**src/xag_pkg.sv**
```systemverilog
package xag_pkg;

	// ------------------------------------------------------------
	// special function register addresses
	// ------------------------------------------------------------
	localparam logic [7:0] XAG_SP_ADDR   = 8'h81;
	localparam logic [7:0] XAG_P4_ADDR   = 8'h92;
	localparam logic [7:0] XAG_ESP_ADDR  = 8'h9b;
	localparam logic [7:0] XAG_AP_ADDR   = 8'h9c;
	localparam logic [7:0] XAG_ADDRESS_CONTROL_ADDR = 8'h9d;
	localparam logic [7:0] XAG_P2_ADDR   = 8'ha0;
	localparam logic [7:0] XAG_P5_ADDR   = 8'ha2;
	localparam logic [7:0] XAG_P6_ADDR   = 8'hb2;
	localparam logic [7:0] XAG_INDIRECT_EXTENDED_BYTE_ADDR = 8'hea;
	localparam logic [7:0] XAG_TA_ADDR   = 8'hc7;

	// ------------------------------------------------------------
	// reset values
	// ------------------------------------------------------------
	localparam logic [7:0] XAG_SP_RST   = 8'h07;
	localparam logic [7:0] XAG_P4_RST   = 8'h3f;
	localparam logic [7:0] XAG_ESP_RST  = 8'h00;
	localparam logic [7:0] XAG_AP_RST   = 8'h00;
	localparam logic [7:0] XAG_ADDRESS_CONTROL_RST = 8'h00;
	localparam logic [7:0] XAG_P2_RST   = 8'hff;
	localparam logic [7:0] XAG_P5_RST   = 8'h00;
	localparam logic [7:0] XAG_P6_RST   = 8'h00;
	localparam logic [7:0] XAG_INDIRECT_EXTENDED_BYTE_RST = 8'h00;

	// ------------------------------------------------------------
	// field positions and protected bit masks
	// ------------------------------------------------------------
	localparam int XAG_MODE_LSB   = 0;
	localparam int XAG_STACK_BIT  = 2;
	localparam int XAG_COUNT_LSB  = 0;
	localparam int XAG_SIZE_LSB   = 3;
	localparam logic [7:0] XAG_P4_PROT   = 8'h3f;
	localparam logic [7:0] XAG_ADDRESS_CONTROL_PROT = 8'h07;
	localparam logic [7:0] XAG_P5_PROT   = 8'h07;
	localparam logic [7:0] XAG_P6_PROT   = 8'h3f;

	// ------------------------------------------------------------
	// codes and timing counts
	// ------------------------------------------------------------
	localparam logic [1:0] XAG_MODE_16    = 2'b00;
	localparam logic [1:0] XAG_MODE_PAGED = 2'b01;
	localparam logic [7:0] XAG_TA_KEY1    = 8'haa;
	localparam logic [7:0] XAG_TA_KEY2    = 8'h55;
	localparam logic [1:0] XAG_TA_CYCLES  = 2'd3;
	localparam logic [1:0] XAG_STRAP_WAIT = 2'd2;
	localparam logic [2:0] XAG_PINS_FIRST = 3'b100;
	localparam logic [2:0] XAG_PROG_SIZE_MAX = 3'b110;
	localparam logic [2:0] XAG_DATA_SIZE_MAX = 3'b100;
	localparam logic [4:0] XAG_SHIFT_32K  = 5'd15;
	localparam logic [4:0] XAG_SHIFT_BASE = 5'd16;

	// ------------------------------------------------------------
	// types
	// ------------------------------------------------------------
	typedef enum logic [1:0] {
		XAG_REQ_FETCH,
		XAG_REQ_VECTOR,
		XAG_REQ_POINTER,
		XAG_REQ_INDIRECT
	} xag_kind_t;

	typedef enum logic [1:0] {
		XAG_TA_IDLE,
		XAG_TA_ARMED,
		XAG_TA_OPEN
	} xag_ta_t;

	typedef struct packed {
		logic        valid;
		xag_kind_t   kind;
		logic [23:0] pc;
		logic [23:0] pointer;
		logic [7:0]  indirect_register;
	} xag_req_t;

	typedef struct packed {
		logic        valid;
		logic [23:0] address;
		logic [5:0]  addr_upper_en;
		logic [7:0]  port_two_out;
		logic [7:0]  addr_low_out;
		logic        addr_low_on_p7;
		logic [7:0]  program_enable_n;
		logic [3:0]  data_enable_n;
	} xag_pins_t;

	typedef struct packed {
		logic [1:0] addr_mode;
		logic       extra_call_ret_cycle;
		logic       extra_irq_cycle;
		logic       extra_inc_cycle;
		logic       pc_full_width;
		logic       vector_upper_zero;
	} xag_timing_t;

	typedef struct packed {
		logic [7:0] sp;
		logic [7:0] p4;
		logic [7:0] stack_pointer_high;
		logic [7:0] ap;
		logic [7:0] address_control;
		logic [7:0] p2;
		logic [7:0] p5;
		logic [7:0] p6;
		logic [7:0] indirect_extended_byte;
	} xag_regs_t;

endpackage

```
**src/xag_sync.sv**
```systemverilog
`timescale 1ns/100ps
module xag_sync (
	input  wire logic mclk,
	input  wire logic sys_rst,
	input  wire logic din,
	output logic      dout
);
	logic meta_q;

	always_ff @(posedge mclk or posedge sys_rst) begin
		if (sys_rst) begin
			meta_q <= 1'b0;
			dout   <= 1'b0;
		end else begin
			meta_q <= din;
			dout   <= meta_q;
		end
	end
endmodule

```
**src/xag_enable_decode.sv**
```systemverilog
`timescale 1ns/100ps
module xag_enable_decode import xag_pkg::*; #(
	parameter int         N        = 8,
	parameter logic [2:0] SIZE_MAX = 3'b110
) (
	input  wire logic         active,
	input  wire logic [23:0]  addr,
	input  wire logic [2:0]   size_code,
	input  wire logic [N-1:0] pin_mask,
	output logic [N-1:0]      enable_n
);
	logic [2:0]  code;
	logic [4:0]  shift;
	logic [23:0] region;

	always_comb begin
		code = (size_code > SIZE_MAX) ? SIZE_MAX : size_code;
		if (code == 3'b000) begin
			shift = XAG_SHIFT_32K;
		end else begin
			shift = XAG_SHIFT_BASE + {2'b00, code};
		end
		region = addr >> shift;
	end

	// one enable at most: region index above the per-enable size, only if a pin exists
	genvar i;
	generate
		for (i = 0; i < N; i++) begin : g_en
			assign enable_n[i] = !(active && pin_mask[i] && (region == 24'(i)));
		end
	endgenerate
endmodule

```
**src/xag_addr_gen.sv**
```systemverilog
`timescale 1ns/100ps
// Functional notes
// - two-bit mode field: 00 16-bit, 01 paged, upper bit set contiguous.
// - every reset returns the block to 16-bit addressing.
// - 16-bit mode confines program and data accesses to 64kB each.
// - paged mode adds a cycle to calls, returns and interrupt latency.
// - paged mode fetches interrupt vectors with upper two bytes zero.
// - contiguous mode uses full 24-bit program counter, saving three bytes.
// - contiguous mode lengthens pointer increment by one cycle, same byte count.
// - pointer data move uses pointer extended, high and low bytes.
// - indirect data move uses extended indirect byte, port 2 latch, register.
// - paged mode takes program address bits 23-16 from page byte.
// - stack address is extended stack byte over stack pointer byte when control bit 2 is set, else zero over stack pointer byte.
// - port 4 upper field picks how many of A16-A21 are address lines.
// - enable count fields: 000 none, 100 to 111 one to four pins.
// - lowest size code gives 32kB per program enable.
// - default size code gives 4MB per program enable, full 24-bit span.
// - port 5 field counts data enables; port 6 upper field sets reach.
// - up to four data enables, 4MB, sharing program address and data buses.
// - default bus drives high byte on port 2, low byte multiplexed on port 0.
// - bus mode strap caught at reset selects demultiplexed low byte on port 7.
module xag_addr_gen import xag_pkg::*; (
	input  wire logic        mclk,
	input  wire logic        sys_rst,
	input  wire logic        bus_mode_strap,
	input  wire logic [7:0]  sfr_addr,
	input  wire logic        sfr_wr,
	input  wire logic        sfr_rd,
	input  wire logic [7:0]  sfr_wdata,
	output logic [7:0]       sfr_rdata,
	output logic             sfr_hit,
	input  wire xag_req_t    req,
	output xag_pins_t        pins,
	output xag_timing_t      timing,
	output logic [15:0]      stack_address
);
	// ------------------------------------------------------------
	// state
	// ------------------------------------------------------------
	xag_regs_t   regs_q, regs_d;
	xag_ta_t     ta_q, ta_d;
	logic [1:0]  ta_cnt_q, ta_cnt_d;
	logic [7:0]  rdata_q, rdata_d;
	logic        hit_q, hit_d;
	logic        strap_s;
	logic [1:0]  strap_cnt_q, strap_cnt_d;
	logic        demux_q, demux_d;
	xag_pins_t   pins_q, pins_d;
	logic        ta_open;
	logic [1:0]  mode;
	logic [23:0] acc_addr;
	logic        is_prog;
	logic [7:0]  prog_mask;
	logic [3:0]  data_mask;
	logic [7:0]  prog_en_n;
	logic [3:0]  data_en_n;

	// ------------------------------------------------------------
	// helpers
	// ------------------------------------------------------------
	function automatic logic [7:0] merge(input logic [7:0] old, input logic [7:0] wd,
	                                     input logic [7:0] prot, input logic open);
		merge = open ? wd : ((old & prot) | (wd & ~prot));
	endfunction

	function automatic logic [3:0] pin_mask(input logic [2:0] code);
		unique case (code)
			3'b100:  pin_mask = 4'h1;
			3'b101:  pin_mask = 4'h3;
			3'b110:  pin_mask = 4'h7;
			3'b111:  pin_mask = 4'hf;
			default: pin_mask = 4'h0;
		endcase
	endfunction

	function automatic logic [5:0] upper_mask(input logic [2:0] code);
		unique case (code)
			3'b000:  upper_mask = 6'h00;
			3'b001:  upper_mask = 6'h01;
			3'b010:  upper_mask = 6'h03;
			3'b011:  upper_mask = 6'h07;
			3'b100:  upper_mask = 6'h0f;
			3'b101:  upper_mask = 6'h1f;
			default: upper_mask = 6'h3f;
		endcase
	endfunction

	// ------------------------------------------------------------
	// register file and timed access
	// ------------------------------------------------------------
	assign ta_open = (ta_q == XAG_TA_OPEN);

	always_comb begin
		regs_d   = regs_q;
		ta_d     = ta_q;
		ta_cnt_d = ta_cnt_q;
		rdata_d  = 8'h00;
		hit_d    = 1'b0;
		// window runs down on its own; a protected write also closes it
		if (ta_open) begin
			ta_cnt_d = ta_cnt_q - 2'd1;
			if (ta_cnt_q == 2'd1) begin
				ta_d = XAG_TA_IDLE;
			end
		end
		if (sfr_wr) begin
			if (sfr_addr == XAG_TA_ADDR) begin
				if (sfr_wdata == XAG_TA_KEY1) begin
					ta_d = XAG_TA_ARMED;
				end else if (sfr_wdata == XAG_TA_KEY2 && ta_q == XAG_TA_ARMED) begin
					ta_d     = XAG_TA_OPEN;
					ta_cnt_d = XAG_TA_CYCLES;
				end else begin
					ta_d = XAG_TA_IDLE;
				end
			end else begin
				if (ta_q == XAG_TA_ARMED) begin
					ta_d = XAG_TA_IDLE;
				end
				unique case (sfr_addr)
					XAG_SP_ADDR:   regs_d.sp   = sfr_wdata;
					XAG_ESP_ADDR:  regs_d.stack_pointer_high  = sfr_wdata;
					XAG_AP_ADDR:   regs_d.ap   = sfr_wdata;
					XAG_P2_ADDR:   regs_d.p2   = sfr_wdata;
					XAG_INDIRECT_EXTENDED_BYTE_ADDR: regs_d.indirect_extended_byte = sfr_wdata;
					XAG_P4_ADDR:   regs_d.p4   = merge(regs_q.p4, sfr_wdata, XAG_P4_PROT, ta_open);
					XAG_ADDRESS_CONTROL_ADDR: regs_d.address_control = merge(regs_q.address_control, sfr_wdata, XAG_ADDRESS_CONTROL_PROT,
					                                   ta_open);
					XAG_P5_ADDR:   regs_d.p5   = merge(regs_q.p5, sfr_wdata, XAG_P5_PROT, ta_open);
					XAG_P6_ADDR:   regs_d.p6   = merge(regs_q.p6, sfr_wdata, XAG_P6_PROT, ta_open);
					default: ;
				endcase
				if (ta_open && (sfr_addr == XAG_P4_ADDR || sfr_addr == XAG_ADDRESS_CONTROL_ADDR ||
				                sfr_addr == XAG_P5_ADDR || sfr_addr == XAG_P6_ADDR)) begin
					ta_d = XAG_TA_IDLE;
				end
			end
		end
		if (sfr_rd) begin
			hit_d = 1'b1;
			unique case (sfr_addr)
				XAG_SP_ADDR:   rdata_d = regs_q.sp;
				XAG_P4_ADDR:   rdata_d = regs_q.p4;
				XAG_ESP_ADDR:  rdata_d = regs_q.stack_pointer_high;
				XAG_AP_ADDR:   rdata_d = regs_q.ap;
				XAG_ADDRESS_CONTROL_ADDR: rdata_d = regs_q.address_control;
				XAG_P2_ADDR:   rdata_d = regs_q.p2;
				XAG_P5_ADDR:   rdata_d = regs_q.p5;
				XAG_P6_ADDR:   rdata_d = regs_q.p6;
				XAG_INDIRECT_EXTENDED_BYTE_ADDR: rdata_d = regs_q.indirect_extended_byte;
				default:       hit_d   = 1'b0;
			endcase
		end
	end

	always_ff @(posedge mclk or posedge sys_rst) begin
		if (sys_rst) begin
			regs_q   <= '{sp: XAG_SP_RST, p4: XAG_P4_RST, stack_pointer_high: XAG_ESP_RST, ap: XAG_AP_RST,
			             address_control: XAG_ADDRESS_CONTROL_RST, p2: XAG_P2_RST, p5: XAG_P5_RST,
			             p6: XAG_P6_RST, indirect_extended_byte: XAG_INDIRECT_EXTENDED_BYTE_RST};
			ta_q     <= XAG_TA_IDLE;
			ta_cnt_q <= 2'd0;
			rdata_q  <= 8'h00;
			hit_q    <= 1'b0;
		end else begin
			regs_q   <= regs_d;
			ta_q     <= ta_d;
			ta_cnt_q <= ta_cnt_d;
			rdata_q  <= rdata_d;
			hit_q    <= hit_d;
		end
	end

	assign sfr_rdata = rdata_q;
	assign sfr_hit   = hit_q;

	// ------------------------------------------------------------
	// bus mode strap
	// ------------------------------------------------------------
	// the strap is caught after release, once the synchroniser has settled;
	// the second flop only shows the pin from the second edge, so catch on the third
	xag_sync u_strap_sync (
		.mclk    (mclk),
		.sys_rst (sys_rst),
		.din     (bus_mode_strap),
		.dout    (strap_s)
	);

	always_comb begin
		strap_cnt_d = strap_cnt_q;
		demux_d     = demux_q;
		if (strap_cnt_q != XAG_STRAP_WAIT + 2'd1) begin
			strap_cnt_d = strap_cnt_q + 2'd1;
			if (strap_cnt_q == XAG_STRAP_WAIT) begin
				demux_d = strap_s;
			end
		end
	end

	always_ff @(posedge mclk or posedge sys_rst) begin
		if (sys_rst) begin
			strap_cnt_q <= 2'd0;
			demux_q     <= 1'b0;
		end else begin
			strap_cnt_q <= strap_cnt_d;
			demux_q     <= demux_d;
		end
	end

	// ------------------------------------------------------------
	// address generation
	// ------------------------------------------------------------
	assign mode = regs_q.address_control[XAG_MODE_LSB +: 2];

	always_comb begin
		is_prog = (req.kind == XAG_REQ_FETCH) || (req.kind == XAG_REQ_VECTOR);
		unique case (req.kind)
			XAG_REQ_FETCH: begin
				if (mode == XAG_MODE_16) begin
					acc_addr = {8'h00, req.pc[15:0]};
				end else if (mode == XAG_MODE_PAGED) begin
					acc_addr = {regs_q.ap, req.pc[15:0]};
				end else begin
					acc_addr = req.pc;
				end
			end
			XAG_REQ_VECTOR:  acc_addr = {16'h0000, req.pc[7:0]};
			XAG_REQ_POINTER: acc_addr = (mode == XAG_MODE_16) ? {8'h00, req.pointer[15:0]} :
			                            req.pointer;
			XAG_REQ_INDIRECT: acc_addr = {(mode == XAG_MODE_16) ? 8'h00 : regs_q.indirect_extended_byte,
			                              regs_q.p2, req.indirect_register};
		endcase
	end

	// program enables: port 4 gives the lower four, port 6 the upper four
	assign prog_mask = {pin_mask(regs_q.p6[XAG_COUNT_LSB +: 3]),
	                    pin_mask(regs_q.p4[XAG_COUNT_LSB +: 3])};
	assign data_mask = pin_mask(regs_q.p5[XAG_COUNT_LSB +: 3]);

	// size code 000 gives 32kB per enable, 110/111 gives 4MB
	xag_enable_decode #(
		.N        (8),
		.SIZE_MAX (XAG_PROG_SIZE_MAX)
	) u_prog_dec (
		.active    (req.valid && is_prog),
		.addr      (acc_addr),
		.size_code (regs_q.p4[XAG_SIZE_LSB +: 3]),
		.pin_mask  (prog_mask),
		.enable_n  (prog_en_n)
	);

	// data enables reach 32kB to 1MB each, four of them span 4MB
	xag_enable_decode #(
		.N        (4),
		.SIZE_MAX (XAG_DATA_SIZE_MAX)
	) u_data_dec (
		.active    (req.valid && !is_prog),
		.addr      (acc_addr),
		.size_code (regs_q.p6[XAG_SIZE_LSB +: 3]),
		.pin_mask  (data_mask),
		.enable_n  (data_en_n)
	);

	always_comb begin
		pins_d                  = pins_q;
		pins_d.valid            = req.valid;
		pins_d.addr_upper_en    = upper_mask(regs_q.p4[XAG_SIZE_LSB +: 3]);
		pins_d.addr_low_on_p7   = demux_q;
		pins_d.program_enable_n = prog_en_n;
		pins_d.data_enable_n    = data_en_n;
		if (req.valid) begin
			pins_d.address      = acc_addr;
			pins_d.port_two_out = acc_addr[15:8];
			pins_d.addr_low_out = acc_addr[7:0];
		end
	end

	always_ff @(posedge mclk or posedge sys_rst) begin
		if (sys_rst) begin
			pins_q <= '{valid: 1'b0, address: 24'h000000, addr_upper_en: 6'h3f,
			            port_two_out: 8'h00, addr_low_out: 8'h00, addr_low_on_p7: 1'b0,
			            program_enable_n: 8'hff, data_enable_n: 4'hf};
		end else begin
			pins_q <= pins_d;
		end
	end

	assign pins = pins_q;

	// ------------------------------------------------------------
	// cycle penalties and stack address
	// ------------------------------------------------------------
	// upper mode bit alone selects contiguous, so 10 and 11 behave alike
	assign timing.addr_mode            = mode;
	assign timing.extra_call_ret_cycle = (mode == XAG_MODE_PAGED);
	assign timing.extra_irq_cycle      = (mode == XAG_MODE_PAGED);
	assign timing.extra_inc_cycle      = mode[1];
	assign timing.pc_full_width        = mode[1];
	assign timing.vector_upper_zero    = (mode == XAG_MODE_PAGED);

	assign stack_address = regs_q.address_control[XAG_STACK_BIT] ? {regs_q.stack_pointer_high, regs_q.sp} :
	                       {8'h00, regs_q.sp};
endmodule

```
**config.mk**
```make
export PLATFORM = sky130hd
export DESIGN_NAME = xag_addr_gen
export DESIGN_NICKNAME = d
export VERILOG_FILES = /design/src/xag_pkg.sv /design/src/xag_sync.sv /design/src/xag_enable_decode.sv /design/src/xag_addr_gen.sv
export SDC_FILE = /design/constraint.sdc
export NUM_CORES = 1
export LEC_CHECK = 0
export ABC_AREA = 1
export BUFFER_PORTS_ARGS = -buffer_cell sky130_fd_sc_hd__buf_2
export CAP_MARGIN = 5
export CORE_ASPECT_RATIO = 2
export CORE_MARGIN = 2
export CORE_UTILIZATION = 55
export DETAILED_ROUTE_END_ITERATION = 6
export PLACE_DENSITY_LB_ADDON = 0.25
export SLEW_MARGIN = 20
export SYNTH_ARGS = -nofsm -noshare
export SYNTH_HDL_FRONTEND = slang
export SYNTH_HIERARCHICAL = 1
export SYNTH_SLANG_ARGS = --single-unit
```
**constraint.sdc**
```tcl
create_clock -name mclk -period 4.71 [get_ports mclk]
set_input_delay 0.7065 -clock mclk [delete_from_list [all_inputs] [get_ports mclk]]
set_output_delay 0.7065 -clock mclk [all_outputs]
set_load 0.01 [all_outputs]
```
# --- Yosys cells after proc, flatten, opt, wreduce, memory -nomap -nowiden ---
# Cells that the tools add are included.
# Widths: inputs -> output; s select.
classes:
  addsub: 4
  multipliers: 0
  n_div: 0
  order_cmp: 2
  n_eq_ne: 48
  n_shift: 2
  mux: 35
  bitwise_logic: 5
  reduce_logical: 63
op_table:
  columns: ["operator", "count"]
  rows:
  - ["$eq 24x2->1 const B", 4]
  - ["$eq 24x3->1 const B", 4]
  - ["$pmux 24 s4", 1]
  - ["$eq 8x8->1 const B", 11]
  - ["$mux 24", 3]
  - ["$pmux 8 s9", 1]
  - ["$eq 24x1->1 const B", 2]
  - ["$logic_not 24->1", 2]
  - ["$mux 8", 6]
  - ["$pmux 4 s4", 3]
  - ["$shr 24x5->24", 2]
  - ["$eq 3x3->1 const B", 14]
  - ["$pmux 6 s6", 1]
  - ["$logic_and 1x1->1", 28]
  - ["$reduce_and 3->1", 9]
  - ["$mux 2", 13]
  - ["$mux 16", 1]
  - ["$or 3x8->8", 2]
  - ["$or 6x8->8", 2]
  - ["$logic_not 1->1", 13]
  - ["$add 5x3->5 const A", 2]
  - ["$mux 5", 2]
  - ["$logic_not 3->1", 3]
  - ["$reduce_or 9->1", 1]
  - ["15 further kinds", 29]
totals:
  regBits: 150
  latchBits: 0
  mem_bits_rw: 0
  romBits: 0
  in_bits: 80
  out_inout_bits: 92
  elab_cells: 184
  memories: 0

# --- Longest topological paths before layout ---
depth:
  ltp_word: 8
  ltp_mapped: 20
  ltp_nobuf: 19

# --- Modules after synthesis ---
# The synthesis kept the hierarchy.
modules_own_cells:
  columns: ["mod", "n_inst", "cells_each", "area_each_um2", "seq_area_each_um2"]
  rows:
  - ["xag_addr_gen", 1, 871, 6979.2, 3347.0]
  - ["xag_enable_decode (u_prog_dec)", 1, 160, 853.3, 0.0]
  - ["xag_enable_decode (u_data_dec)", 1, 103, 474.2, 0.0]
  - ["xag_sync", 1, 3, 53.8, 50.0]

# --- Worst setup path after synthesis ---
# OpenSTA, ideal clock, no wires.
synth_path:
  kind: "input -> register"
  start: "input port req[57] (netlist bit)"
  end: "register pins_q (netlist bit pins[7])"
  setup_time_ns: 0.078
  t_arrival_ns: 2.290
  required_ns: 4.632
  path_slack_ns: 2.342
  path_stages: 13
  path_buffers: 2
  path_cell_list: "clkbuf_2 -> nor2_1 -> buf_2 -> nand2_1 -> o221ai_1 -> inv_1 -> nand2_1 -> nand3_1 -> nand3_1 -> nand3_2 -> nand2_1 -> and3_1 -> nand2_1"
synth_rtl:
  columns: ["element", "line", "text"]
  rows:
  - ["from (decl)", "xag_addr_gen.sv:32", "input wire xag_req_t req,"]
  - ["to (signal assigned)", "xag_addr_gen.sv:280", "pins_q <= '{valid: 1'b0, address: 24'h000000, addr_upper_en: 6'h3f,"]
  - ["to (signal assigned)", "xag_addr_gen.sv:284", "pins_q <= pins_d;"]
  - ["to (decl)", "xag_addr_gen.sv:48", "xag_pins_t pins_q, pins_d;"]

==> impl_metrics.yaml <==
status:
  run_status: "finished, final reports clean"
clock_network:
  cts-resized-gates: 0
  cts_made_buffers: 17
  clkSlewWorstSetupHoldPaths_ns: 0.06
  sinks_on_clock_net: 134
  clk_lat_worst_skew_ns: 0.43
  ctsLongestPathBuffers: 2
  clock_tree.root_cell: "clkbuf_16"
  post_cts_hold_buffer_count: 0
  post_cts_buffers: 0
  h_tree_levels: 4
  cts_tree: "yes"
timing:
  timing.final.hold_violations: 0
  final.setup.tns_ns: 0
  unrepaired_setup_endpoints_after_global_routing: "no"
  post-route-period-util: 0.6616
  setup-violations-final: 0
  worst_pin_slew_ns: 1.052
  final_period_minus_worst_setup_slack_ns: 3.116
  hold_ws_ns: 0.1406
  fmax_ghz: 0.3209
  timing.clock.skew_ns: 0.006880
  slew_viol_final: 0
  relSlewSlack: 0.2960
detailed_routing:
  drtPass1Iterations: 5
  drt-vias-per-instance: 5.415
  count_of_nets_left_with_antenna_violations_after_detail_routing: 0
  detail_route.drc_violations: 0
  post_detailed_route_wirelength_per_cell_um: 17.38
  vias: 7949
  drt_iter0_markers: 470
  routed_wl_um: 25520
logic_synthesis:
  ys_ff_latch: 134
  adder_cell_fraction_of_synth_area: 0.004490
  yosysWarnings: 6
  synthArstFlopShare: 1.000
  muxShareOfSynthArea: 0.001347
  top_count_cell_post_synth: "nand2_1"
  synth_top_cells_by_area: "dfrtp_1 30%, nand2_1 18%, dfstp_2 11%"
  yosysSeqAreaShare: 0.4063
  synthDistinctLibCells: 42
  synth-compound-area-share: 0.08186
  synth_simple_gate_area_share: 0.3872
  syn_avg_cell_area_sq_um: 7.353
  synth-main-ff-cell: "dfrtp_1"
  synthesized_area_fraction_occupied_by_xor_and_xnor_cells: 0.002095
  post-synth-top-area-fraction: 0.2963
  synth.net_count: 1220
  synth_top_family_by_area: "simple AND/OR/NAND/NOR gates"
  post_synth_inst_count: 1137
  netlist_top_cells_count: "396 x nand2_1, 150 x nand3_1, 108 x inv_1, 99 x dfrtp_1, 67 x nor2_1"
  synth-edff-count: 0
  post-synth-top-area-cell: "dfrtp_1"
  syn-cell-area_sq_um: 8361
cells_and_area:
  final_layout_size_suffix_gt1_frac: 0.2647
  syn_to_final_growth_pct: 15.04
  final-seq-area_sq_um: 3397
  num-fill-cells: 1394
  antenna-diode-count: 0
  final_cells: 1468
  postLayoutCellArea_sq_um: 9618
  multi_input_area_sq_um: 3988
  final_net_count: 1343
critical_path:
  critPathArrivalTime_ns: 3.48
  timing.critical_path.slowest_stage_cell: "dfrtp_1"
  critPathLaunchType: "register"
  critPathMostFrequentCell: "nand2_1"
  worst_path_required_ns: 5.07
  critical_path_buf_inv_count: 3
  critical_path_peak_fanout: 30
  timing.critical_path.to_type: "register"
  path_delay_family: "simple AND/OR/NAND/NOR gates"
  critPathMaxStageDelay_ns: 0.88
  worst-r2r-cell-count: 15
  critPathKind: "register to register"
  crit_cells: 15
  cp_cell_sequence: "inv_1 -> nand2_1 -> clkinv_1 -> nand2_1 -> nand2_1 -> nand2_1 -> o221ai_1 -> nand3_1 -> nand3_1 -> nand3_1 -> nand3_1 -> inv_1 -> nand4_1 -> nor2_1 -> nand2_1"
place:
  dpl-instance-area_sq_um: 8957
  place.gp.congestion: 0.9968
  placedCellCount: 1436
  hpwlAfterDp_um: 19300
  port-buffer-count: 171
job:
  maxCapViolCount: 0
pwr:
  power_leakage_uw: 0.005154
  pwr_density_cell_nw_per_um2: 310.4
  worst_ir_drop_vdd_mv: 0.2519
floorplanning:
  die_extent_in_y_um: 178.4
  io-pin-count: 172
  core_region_area_sq_um: 14820
  design.die.area_sq_um: 16260
  fp-row-count: 63
  floorplan.initialDensity: 0.5642
  die_x_um: 91.18
global_route:
  grt_max_degree: 57
  grt_pass1_vias: 7766
  antenna_found_initial: 0
  grt_first_pass_wirelength_um: 39330
  gr-usage-all-layers: 0.3203
  overflow: 0
worst_hold_path:
  hp-class: "input port to asynchronous set/reset pin"
worst paths after layout:
kind                                startpoint                  end  slack, ns
max                                  timing[1]              pins[8]       1.59
min                                    sys_rst  u_strap_sync/meta_q       0.14
max reg2reg                          timing[1]              pins[8]       1.59
min reg2reg                u_strap_sync/meta_q    u_strap_sync/dout       0.36
max in group asynchronous              sys_rst             pins[30]       3.30
min in group mclk          u_strap_sync/meta_q    u_strap_sync/dout       0.36
where the power goes:
group	switching, uW	internal, uW	total (uW)	leakage, uW
Sequential	32.6	1200	1230	0.00167
Clock	508	990	1500	0.000317
Combinational	172	83.9	256	0.00316
Total	713	2270	2990	0.00515
per-layer routing:
metal / track usage / share of wire / wire (um)
met5: 0 / 0 / 0
met4: 0.2778 / 0.088 / 2247
met3: 0.06210 / 0.050 / 1269
met2: 0.5960 / 0.53 / 13640
met1: 0.2886 / 0.33 / 8360
per-stage QoR:
step / util / setup slack (ns) / total power (uW)
after global placement: 0.6044 / 1.700 / 1499
final: 0.6490 / 1.594 / 2985
after detailed placement: 0.6044 / 1.669 / 1504
after CTS: 0.6490 / 1.679 / 2999
after floorplan: - / 0.5354 / 1409
after global routing: 0.6490 / 1.270 / 3082
cell type report:
type,instances,share of cell area
clock buffer,19,0.04501
clock inverter,13,0.02368
inverter,120,0.04761
multi-input combinational,814,0.4146
sequential,134,0.3532
tap,195,0.02537
timing repair buffer,173,0.09054
cells by family after synthesis:
family	Yosys count
compound gates	113
xor+xnor	2
fa+ha+maj	3
buf+inv	189
flops	134
mux	1
simple gates	695
registers in the layout (all words and copies together) (netlist names), named ones only:
register	cells
sfr_hit	1
timing	2
ta_cnt_q	2
strap_cnt_q	2
u_strap_sync/meta_q	1
u_strap_sync/dout	1
ta_q	1
pins	44
regs_q	70
sfr_rdata	8
demux_q	1
cells in the final DEF, fill, tap and decap left out, types with 10 or more instances in the layout:
cell type | synthesis | routed
a21oi_1 | 11 | 11
buf_2 | 9 | 171
clkbuf_16 | 0 | 17
dfrtp_1 | 99 | 99
dfstp_2 | 35 | 35
inv_1 | 108 | 107
inv_2 | 10 | 10
nand2_1 | 396 | 396
nand2_2 | 16 | 16
nand3_1 | 150 | 150
nand3_2 | 11 | 11
nor2_1 | 67 | 67
o21ai_0 | 38 | 38
o21ai_1 | 32 | 32
o21ai_2 | 22 | 22
Note: power is estimated with default switching activity, not from simulation.
